===== config.mk =====
export PLATFORM = sky130hd
export DESIGN_NAME = ple_engine
export DESIGN_NICKNAME = d
export VERILOG_FILES = /design/src/shared/ple_pkg.sv /design/src/hdl/ple_engine.sv /design/src/hdl/ple_gate.sv /design/src/hdl/ple_timer_latch.sv
export SDC_FILE = /design/constraint.sdc
export NUM_CORES = 2
export LEC_CHECK = 0
export BUFFER_PORTS_ARGS = -buffer_cell sky130_fd_sc_hd__buf_2
export CAP_MARGIN = 20
export CELL_PAD_IN_SITES_DETAIL_PLACEMENT = 0
export CELL_PAD_IN_SITES_GLOBAL_PLACEMENT = 2
export CORE_MARGIN = 2
export CORE_UTILIZATION = 30
export DETAILED_ROUTE_END_ITERATION = 6
export PLACE_DENSITY_LB_ADDON = 0.1
export SETUP_SLACK_MARGIN = 0.1
export SLEW_MARGIN = 20
export SYNTH_ARGS = -nofsm -noshare
export SYNTH_HDL_FRONTEND = slang
export SYNTH_HIERARCHICAL = 1
export SYNTH_SLANG_ARGS = --single-unit

===== constraint.sdc =====
create_clock -name clk -period 164.8 [get_ports clk]
set_input_delay 16.48 -clock clk [delete_from_list [all_inputs] [get_ports clk]]
set_output_delay 16.48 -clock clk [all_outputs]
set_load 0.05 [all_outputs]

===== src/shared/ple_pkg.sv =====
package ple_pkg;
  // Width of one signal selector inside the selector word
  localparam int SEL_W = 8;
  // Inputs per equation
  localparam int EQ_IN_N = 4;

  // Word offsets within one equation's group of four registers
  localparam logic [1:0] WORD_SEL = 2'h0;
  localparam logic [1:0] WORD_CTL = 2'h1;
  localparam logic [1:0] WORD_DLY = 2'h2;
  localparam logic [1:0] WORD_STAT = 2'h3;
  // Global status word address
  localparam logic [8:0] GSTAT_ADDR = 9'h100;

  // Control word fields
  localparam int CTL_RSEL_LSB = 0;
  localparam int CTL_INV_LSB = 8;
  localparam int CTL_RINV_BIT = 12;
  localparam int CTL_GATE_LSB = 13;
  localparam logic [31:0] CTL_MASK = 32'h0000_7fff;
  // Delay word fields
  localparam int DLY_ON_LSB = 0;
  localparam int DLY_OFF_LSB = 16;
  // Equation status word fields
  localparam int ST_COND_LSB = 0;
  localparam int ST_GATE_BIT = 4;
  localparam int ST_OUT_BIT = 5;
  localparam int ST_LAT_BIT = 6;
  localparam int ST_LATN_BIT = 7;
  localparam int ST_CNT_LSB = 16;
  // Global status fields
  localparam int GS_PASS_LSB = 0;
  localparam int GS_IDX_LSB = 16;

  // Values after reset
  localparam logic [31:0] CFG_RST = 32'h0000_0000;
  localparam logic [15:0] PASS_RST = 16'h0000;

  // Gate functions
  typedef enum logic [1:0] {GATE_AND, GATE_OR, GATE_NAND, GATE_NOR} ple_gate_t;
endpackage


===== src/hdl/ple_engine.sv =====
`timescale 1ns/1ps
module ple_engine
  import ple_pkg::*;
#(
  parameter int NUM_EQ = 16, // Equation slots
  parameter int NUM_EXT = 32, // External signals
  parameter int DLY_W = 16, // Width of delay settings
  parameter int ADDR_W = 9 // Register address width
) (
  input wire logic clk, // 250 MHz clock
  input wire logic rst, // Async reset, active high
  input wire logic ce, // Clock enable, freezes all state
  input wire logic [NUM_EXT-1:0] sig_in, // Protection signals, same clock
  input wire logic [ADDR_W-1:0] reg_addr, // Register word address
  input wire logic [31:0] reg_wdata, // Write data
  input wire logic reg_wr, // Write strobe
  input wire logic reg_rd, // Read strobe
  output logic [31:0] reg_rdata, // Read data, cycle after strobe
  output logic [NUM_EQ-1:0] eq_out, // Unlatched outputs
  output logic [NUM_EQ-1:0] eq_latched, // Latched outputs
  output logic [NUM_EQ-1:0] eq_latched_n, // Inverted latched outputs
  output logic [$clog2(NUM_EQ)-1:0] eval_index, // Slot under evaluation
  output logic pass_done // Last slot evaluated
);
  localparam int IDX_W = $clog2(NUM_EQ);
  localparam int AE_W = ADDR_W - 3;
  localparam int NUM_SIG = NUM_EXT + 3 * NUM_EQ;
  localparam logic [IDX_W-1:0] LAST_IDX = IDX_W'(NUM_EQ - 1);

  logic [IDX_W-1:0] idx_reg;
  logic [15:0] pass_cnt_reg;
  logic [NUM_EXT-1:0] ext_snap_reg;
  logic [31:0] cfg_sel_mem [NUM_EQ];
  logic [31:0] cfg_ctl_mem [NUM_EQ];
  logic [31:0] cfg_dly_mem [NUM_EQ];
  logic [DLY_W-1:0] cnt_mem [NUM_EQ];
  logic [EQ_IN_N-1:0] cond_mem [NUM_EQ];
  logic [NUM_EQ-1:0] gate_reg;
  logic [NUM_SIG-1:0] sig_vec;
  logic [31:0] cur_sel;
  logic [31:0] cur_ctl;
  logic [31:0] cur_dly;
  logic [EQ_IN_N-1:0] raw_in;
  logic [EQ_IN_N-1:0] cond_in;
  logic [EQ_IN_N-1:0] inv_bits;
  logic gate_res;
  ple_gate_t gate_fn;
  logic rst_raw;
  logic rst_eff;
  logic [DLY_W-1:0] on_dly;
  logic [DLY_W-1:0] off_dly;
  logic cur_out;
  logic cur_lat;
  logic [DLY_W-1:0] cur_cnt;
  logic out_nxt;
  logic lat_nxt;
  logic [DLY_W-1:0] cnt_nxt;
  logic [AE_W-1:0] a_eq;
  logic eq_hit;
  logic [IDX_W-1:0] a_idx;
  logic [31:0] rd_word;

  // Level of signal number s, zero beyond the list
  function automatic logic pick(input logic [SEL_W-1:0] s,
                                input logic [NUM_SIG-1:0] v);
    logic hit;
    hit = 1'b0;
    for (int i = 0; i < NUM_SIG; i++) begin
      if (s == SEL_W'(i)) begin
        hit = v[i];
      end
    end
    return hit;
  endfunction

  // Signal list: snapped external signals, then three outputs per slot
  assign sig_vec[NUM_EXT-1:0] = ext_snap_reg;
  for (genvar j = 0; j < NUM_EQ; j++) begin : g_fb
    // Slots below the index are already updated this pass, the rest not
    assign sig_vec[NUM_EXT + 3 * j] = eq_out[j];
    assign sig_vec[NUM_EXT + 3 * j + 1] = eq_latched[j];
    assign sig_vec[NUM_EXT + 3 * j + 2] = eq_latched_n[j];
  end

  // Configuration of the slot under evaluation
  assign cur_sel = cfg_sel_mem[idx_reg];
  assign cur_ctl = cfg_ctl_mem[idx_reg];
  assign cur_dly = cfg_dly_mem[idx_reg];
  assign inv_bits = cur_ctl[CTL_INV_LSB +: EQ_IN_N];
  assign gate_fn = ple_gate_t'(cur_ctl[CTL_GATE_LSB +: 2]);
  assign on_dly = cur_dly[DLY_ON_LSB +: DLY_W];
  assign off_dly = cur_dly[DLY_OFF_LSB +: DLY_W];
  assign cur_out = eq_out[idx_reg];
  assign cur_lat = eq_latched[idx_reg];
  assign cur_cnt = cnt_mem[idx_reg];

  // Input selection per gate input
  for (genvar k = 0; k < EQ_IN_N; k++) begin : g_sel
    assign raw_in[k] = pick(cur_sel[SEL_W * k +: SEL_W], sig_vec);
  end

  // Latch reset input with optional negation
  assign rst_raw = pick(cur_ctl[CTL_RSEL_LSB +: SEL_W], sig_vec);
  assign rst_eff = rst_raw ^ cur_ctl[CTL_RINV_BIT];

  // Conditioning and gate
  ple_gate #(
    .IN_N(EQ_IN_N)
  ) u_gate (
    .raw(raw_in),
    .inv(inv_bits),
    .fn(gate_fn),
    .cond(cond_in),
    .result(gate_res)
  );

  // Delays and latch
  ple_timer_latch #(
    .DLY_W(DLY_W)
  ) u_timer (
    .gate(gate_res),
    .out_cur(cur_out),
    .cnt_cur(cur_cnt),
    .on_dly(on_dly),
    .off_dly(off_dly),
    .lat_cur(cur_lat),
    .lat_rst(rst_eff),
    .out_nxt(out_nxt),
    .cnt_nxt(cnt_nxt),
    .lat_nxt(lat_nxt)
  );

  // Slot sequencer, one slot per enabled cycle
  always_ff @(posedge clk or posedge rst) begin
    if (rst) begin
      idx_reg <= '0;
      pass_cnt_reg <= PASS_RST;
      pass_done <= 1'b0;
    end else if (ce) begin
      pass_done <= (idx_reg == LAST_IDX);
      if (idx_reg == LAST_IDX) begin
        idx_reg <= '0;
        pass_cnt_reg <= pass_cnt_reg + 1'b1;
      end else begin
        idx_reg <= idx_reg + 1'b1;
      end
    end
  end

  // External signals held steady for a whole pass
  always_ff @(posedge clk or posedge rst) begin
    if (rst) begin
      ext_snap_reg <= '0;
    end else if (ce && idx_reg == LAST_IDX) begin
      ext_snap_reg <= sig_in;
    end
  end

  // Outputs of the slot under evaluation
  always_ff @(posedge clk or posedge rst) begin
    if (rst) begin
      eq_out <= '0;
      eq_latched <= '0;
      eq_latched_n <= '1;
      gate_reg <= '0;
    end else if (ce) begin
      eq_out[idx_reg] <= out_nxt;
      eq_latched[idx_reg] <= lat_nxt;
      eq_latched_n[idx_reg] <= ~lat_nxt;
      gate_reg[idx_reg] <= gate_res;
    end
  end

  // Per-slot delay counts and input status
  always_ff @(posedge clk or posedge rst) begin
    if (rst) begin
      for (int i = 0; i < NUM_EQ; i++) begin
        cnt_mem[i] <= '0;
        cond_mem[i] <= '0;
      end
    end else if (ce) begin
      cnt_mem[idx_reg] <= cnt_nxt;
      cond_mem[idx_reg] <= cond_in;
    end
  end

  // Register address decode
  assign a_eq = reg_addr[ADDR_W-2:2];
  // Compared as int so a full slot range cannot wrap the limit to zero
  assign eq_hit = !reg_addr[ADDR_W-1] && (int'(a_eq) < NUM_EQ);
  assign a_idx = IDX_W'(a_eq);

  // Configuration writes
  always_ff @(posedge clk or posedge rst) begin
    if (rst) begin
      for (int i = 0; i < NUM_EQ; i++) begin
        cfg_sel_mem[i] <= CFG_RST;
        cfg_ctl_mem[i] <= CFG_RST;
        cfg_dly_mem[i] <= CFG_RST;
      end
    end else if (ce && reg_wr && eq_hit) begin
      unique case (reg_addr[1:0])
        WORD_SEL: cfg_sel_mem[a_idx] <= reg_wdata;
        WORD_CTL: cfg_ctl_mem[a_idx] <= reg_wdata & CTL_MASK;
        WORD_DLY: cfg_dly_mem[a_idx] <= reg_wdata;
        WORD_STAT: cfg_sel_mem[a_idx] <= cfg_sel_mem[a_idx];
      endcase
    end
  end

  // Read word selection
  always_comb begin
    rd_word = '0;
    if (reg_addr == ADDR_W'(GSTAT_ADDR)) begin
      rd_word[GS_PASS_LSB +: 16] = pass_cnt_reg;
      rd_word[GS_IDX_LSB +: IDX_W] = idx_reg;
    end else if (eq_hit) begin
      unique case (reg_addr[1:0])
        WORD_SEL: rd_word = cfg_sel_mem[a_idx];
        WORD_CTL: rd_word = cfg_ctl_mem[a_idx];
        WORD_DLY: rd_word = cfg_dly_mem[a_idx];
        WORD_STAT: begin
          rd_word[ST_COND_LSB +: EQ_IN_N] = cond_mem[a_idx];
          rd_word[ST_GATE_BIT] = gate_reg[a_idx];
          rd_word[ST_OUT_BIT] = eq_out[a_idx];
          rd_word[ST_LAT_BIT] = eq_latched[a_idx];
          rd_word[ST_LATN_BIT] = eq_latched_n[a_idx];
          rd_word[ST_CNT_LSB +: DLY_W] = cnt_mem[a_idx];
        end
      endcase
    end
  end

  // Read data stands only in the cycle after the strobe
  always_ff @(posedge clk or posedge rst) begin
    if (rst) begin
      reg_rdata <= '0;
    end else if (ce) begin
      reg_rdata <= reg_rd ? rd_word : '0;
    end
  end

  assign eval_index = idx_reg;
endmodule


===== src/hdl/ple_gate.sv =====
`timescale 1ns/1ps
module ple_gate
  import ple_pkg::*;
#(
  parameter int IN_N = 4 // Inputs of the gate
) (
  input wire logic [IN_N-1:0] raw, // Selected input levels
  input wire logic [IN_N-1:0] inv, // Per-input negate bits
  input wire ple_gate_t fn, // Gate function
  output logic [IN_N-1:0] cond, // Conditioned inputs
  output logic result // Gate result
);
  // Optional negation of each input
  for (genvar k = 0; k < IN_N; k++) begin : g_inv
    assign cond[k] = raw[k] ^ inv[k];
  end

  // Gate across the conditioned inputs
  always_comb begin
    result = 1'b0;
    unique case (fn)
      GATE_AND: result = &cond;
      GATE_OR: result = |cond;
      GATE_NAND: result = ~&cond;
      GATE_NOR: result = ~|cond;
    endcase
  end
endmodule


===== src/hdl/ple_timer_latch.sv =====
`timescale 1ns/1ps
module ple_timer_latch
  import ple_pkg::*;
#(
  parameter int DLY_W = 16 // Width of delay counts
) (
  input wire logic gate, // Gate result this pass
  input wire logic out_cur, // Delayed output, last pass
  input wire logic [DLY_W-1:0] cnt_cur, // Passes counted so far
  input wire logic [DLY_W-1:0] on_dly, // Turn-on delay in passes
  input wire logic [DLY_W-1:0] off_dly, // Turn-off delay in passes
  input wire logic lat_cur, // Latch, last pass
  input wire logic lat_rst, // Conditioned latch reset
  output logic out_nxt, // New delayed output
  output logic [DLY_W-1:0] cnt_nxt, // New pass count
  output logic lat_nxt // New latch state
);
  logic [DLY_W-1:0] dly_sel;

  // Delay that applies to the pending edge
  assign dly_sel = gate ? on_dly : off_dly;

  // Output follows the gate after the chosen number of passes
  always_comb begin
    out_nxt = out_cur;
    cnt_nxt = '0;
    if (gate != out_cur) begin
      if (cnt_cur >= dly_sel) begin
        out_nxt = gate;
      end else begin
        cnt_nxt = cnt_cur + 1'b1;
      end
    end
  end

  // Reset-dominant latch set by the delayed result
  always_comb begin
    if (lat_rst) begin
      lat_nxt = 1'b0;
    end else if (out_nxt) begin
      lat_nxt = 1'b1;
    end else begin
      lat_nxt = lat_cur;
    end
  end
endmodule


==> out/metrics.yaml <==
routing:
  vias_per_cell: 5.70
  drcViolationCount: 0
  drtIter0Drc: 5272
  ant_nets: 0
  vias: 65696
  drt-pass1-iter-count: 5
  detail_route.wl_per_cell_um: 35.1
  finalWirelength_mm: 405
yosys:
  synth_compound_area_share_pct: 7.14
  synthAdderAreaFrac_pct: 0.354
  syn_inst: 7241
  async_flop_share_pct: 100
  synth_area_mm2: 0.0955
  yosysWarnings: 6
  synth_flop_cell: "dfrtp_1"
  synth-simple-area-share_pct: 5.58
  synth_top_family_by_area: "multiplexers"
  ys_types: 101
  synth_nets: 7346
  ys_top_cells_by_area: "dfrtp_1 (45%), mux4_2 (23%), mux2_2 (13%)"
  yosysTopAreaCellShare_pct: 45.0
  synth_top_cells_by_count: "dfrtp_1 (1717), mux2_2 (1125), mux4_2 (979), nand2_1 (853), o21ai_0 (605)"
  syn_avg_cell_area_um2: 13.2
  synth_edf_count: 0
  synth.most_common_cell: "dfrtp_1"
  synth-xor-area-share_pct: 0.347
  synth_mux_area_share_pct: 37.8
  yosysSeqAreaShare_pct: 45.4
  ys_ff_latch: 1733
  synth_largest_area_cell: "dfrtp_1"
worst_setup_path:
  cp.required_ps: 165540
  path_cells: "buf_8 > buf_4 > buf_12 > buf_4 > mux4_2 > mux4_2 > a22o_1 > a21oi_1 > o21ai_0 > a22oi_1 > o22ai_1"
  critical_path_class: "primary input to flip-flop"
  arrival_ps: 21370
  cp_top_family: "buffers and inverters"
  crit_buf_inv: 4
  slowest_stage: "buf_4"
  cp-end-kind: "flip-flop"
  max_stage_delay_ps: 770
  path_max_fanout: 84
  cp-start-kind: "primary input"
timing:
  worst_pin_slew_ps: 1190
  fmax_mhz: 48.5
  tns_ps: 0
  period_minus_slack_ps: 20630
  worst_clock_skew_ps: 53.4
  relSlewSlack_pct: 18.1
  rsz0062_at_grt: "no"
  setup_viol: 0
  hold_violations: 0
  maxSlewViolCount: 0
  fin_ws_ps: 144170
  hold_slack_ps: 483
  post-route-period-util_pct: 12.5
power:
  swShare_pct: 36.2
  p_switching_w: 0.000487
  p_comb_share_pct: 27.1
  p_per_area_mw_per_mm2: 12.4
  leakagePower_nw: 46.9
  ir_drop_mv: 0.0108
  intPower_w: 0.000857
  p_seq_share_pct: 36.6
  clkPwrFrac_pct: 36.3
cts:
  cts_resized: 0
  numClockSinks: 1733
  htreeDepth: 4
  post_cts_buffers: 0
  clk_path_buf_depth: 4
  path_clk_slew_ps: 60
  clock_latency_ps: 920
  cts_buffers: 213
  cts_hold_buf: 0
  cts_tree: "yes"
  cts-root-buf: "clkbuf_16"
floorplanning:
  die_y_um: 568
  core-area_mm2: 0.318
  die_x_um: 568
  ios: 163
  initial_core_util_pct: 30.1
  fp-row-count: 207
  dieArea_mm2: 0.323
global_routing:
  grt_pass1_vias: 67442
  grt_util_met2_pct: 40.8
  grt_max_degree: 153
  grt_usage_pct: 24.9
  antenna_found_initial: 25
  grtUsageMet1_pct: 34.6
  grt_overflow: 0
  busiest_layer: "met2"
  grt_pass1_wl_mm: 569
  use_met3_pct: 3.42
place:
  gp_congestion: 0.839
  numPlacedInstances: 11119
  port_buffers: 162
  dpl_cell_area_mm2: 0.101
  pre_cts_ws_ps: 143150
  hpwl_mm: 247
cells_and_area:
  reg_top3: "cfg_dly_mem x512, cfg_sel_mem x512, cnt_mem x256"
  fillers: 31071
  nNetsFinal: 7261
  drive_gt1_share_pct: 40.7
  syn_to_final_growth_pct: 13.2
  finalInstanceArea_mm2: 0.108
  stdcell_count: 11517
hold_path:
  hp-class: "flip-flop to flip-flop"
run:
  cap_violations: 0
outcome:
  status: "complete, no violations"
## stage by stage
stage                     total power, W  util [%]
after floorplan                 0.000702         -
after global placement          0.000862      31.8
after detailed placement        0.000863      31.8
after CTS                        0.00136      34.1
after global routing             0.00139      34.1
final                            0.00134      34.1
## worst register-to-register path, delay by kind of cell, from the launching register on
| family | cells | cell delay [ps] |
|---|---|---|
| buffers and inverters | 7 | 4120 |
| adders and majority gates | 1 | 400 |
| xor gates and xnor gates | 2 | 570 |
| DFF | 1 | 560 |
| muxes | 4 | 1980 |
| AOI/OAI and AO/OA | 9 | 2390 |
| and+or+nand+nor | 5 | 2220 |
## cell families after synthesis
family / count (synthesis)
buffers and inverters: 771
muxes: 2238
adders and majority gates: 27
DFF: 1733
AOI/OAI and AO/OA: 1164
and+or+nand+nor: 1271
xor gates and xnor gates: 37
## layout make-up
class                           count  area [um^2]  share of cell area, %
Antenna cell                       14         35.0                 0.0324
Clock buffer                      310         6180                   5.71
Clock inverter                     72          911                  0.842
Inverter                           90          345                  0.319
Multi-Input combinational cell   4737        49500                   45.7
Sequential cell                  1733        43400                   40.1
Tap cell                         4180         5230                   4.83
Timing Repair Buffer              381         2640                   2.44
## power by group through the flow
| stage | registers (W) | clock network [W] | logic [W] |
|---|---|---|---|
| floorplan | 0.000492 | 0 | 0.000209 |
| global placement | 0.000499 | 0 | 0.000364 |
| detailed placement | 0.000498 | 0 | 0.000365 |
| CTS | 0.000491 | 0.000502 | 0.000366 |
| global route | 0.000492 | 0.000518 | 0.000382 |
| finish | 0.000491 | 0.000488 | 0.000364 |
## cell usage in the layout (no fill, tap or decap), types with 14 or more instances in the layout
cell,count
dfrtp_1,1713
mux2_2,1125
mux4_2,979
nand2_1,813
o21ai_0,605
clkbuf_16,215
buf_4,208
a21oi_1,201
nor2_1,187
buf_2,157
mux2i_1,99
inv_1,83
a22oi_1,64
o22ai_1,63
clkbuf_1,51
nor3_1,46
nand3_1,45
clkbuf_8,44
a31oi_1,39
clkinv_2,37
nand2_2,26
ha_1,24
mux2i_2,23
nor2_2,21
xnor2_1,19
bufinv_16,17
a22o_1,16
nand4_1,16
dfstp_2,16
nand2b_1,15
o221ai_1,15
xor2_1,15
nand2_4,15
diode_2,14
o32ai_1,14
## final timing paths
kind / depth (start not counted) / slack (ps) / from / end
min reg2reg: 2 / 480 / cond_mem[0] / cond_mem[0]
max: 11 / 144170 / reg_addr[2] / reg_rdata[6]
max reg2reg: 28 / 152490 / eval_index[0] / cnt_mem[166]
min in group asynchronous: 2 / 15660 / rst / eq_out[13]
max in group asynchronous: 7 / 144860 / rst / cnt_mem[139]
min: 2 / 480 / cond_mem[0] / cond_mem[0]
## per-layer routing
metal | part of all wire [%] | wire, um
met1 | 45 | 182000
met5 | 0.0069 | 28
met2 | 48 | 193000
met4 | 2.8 | 11500
met3 | 4.7 | 19000
Power figures use the tool's default switching activity.
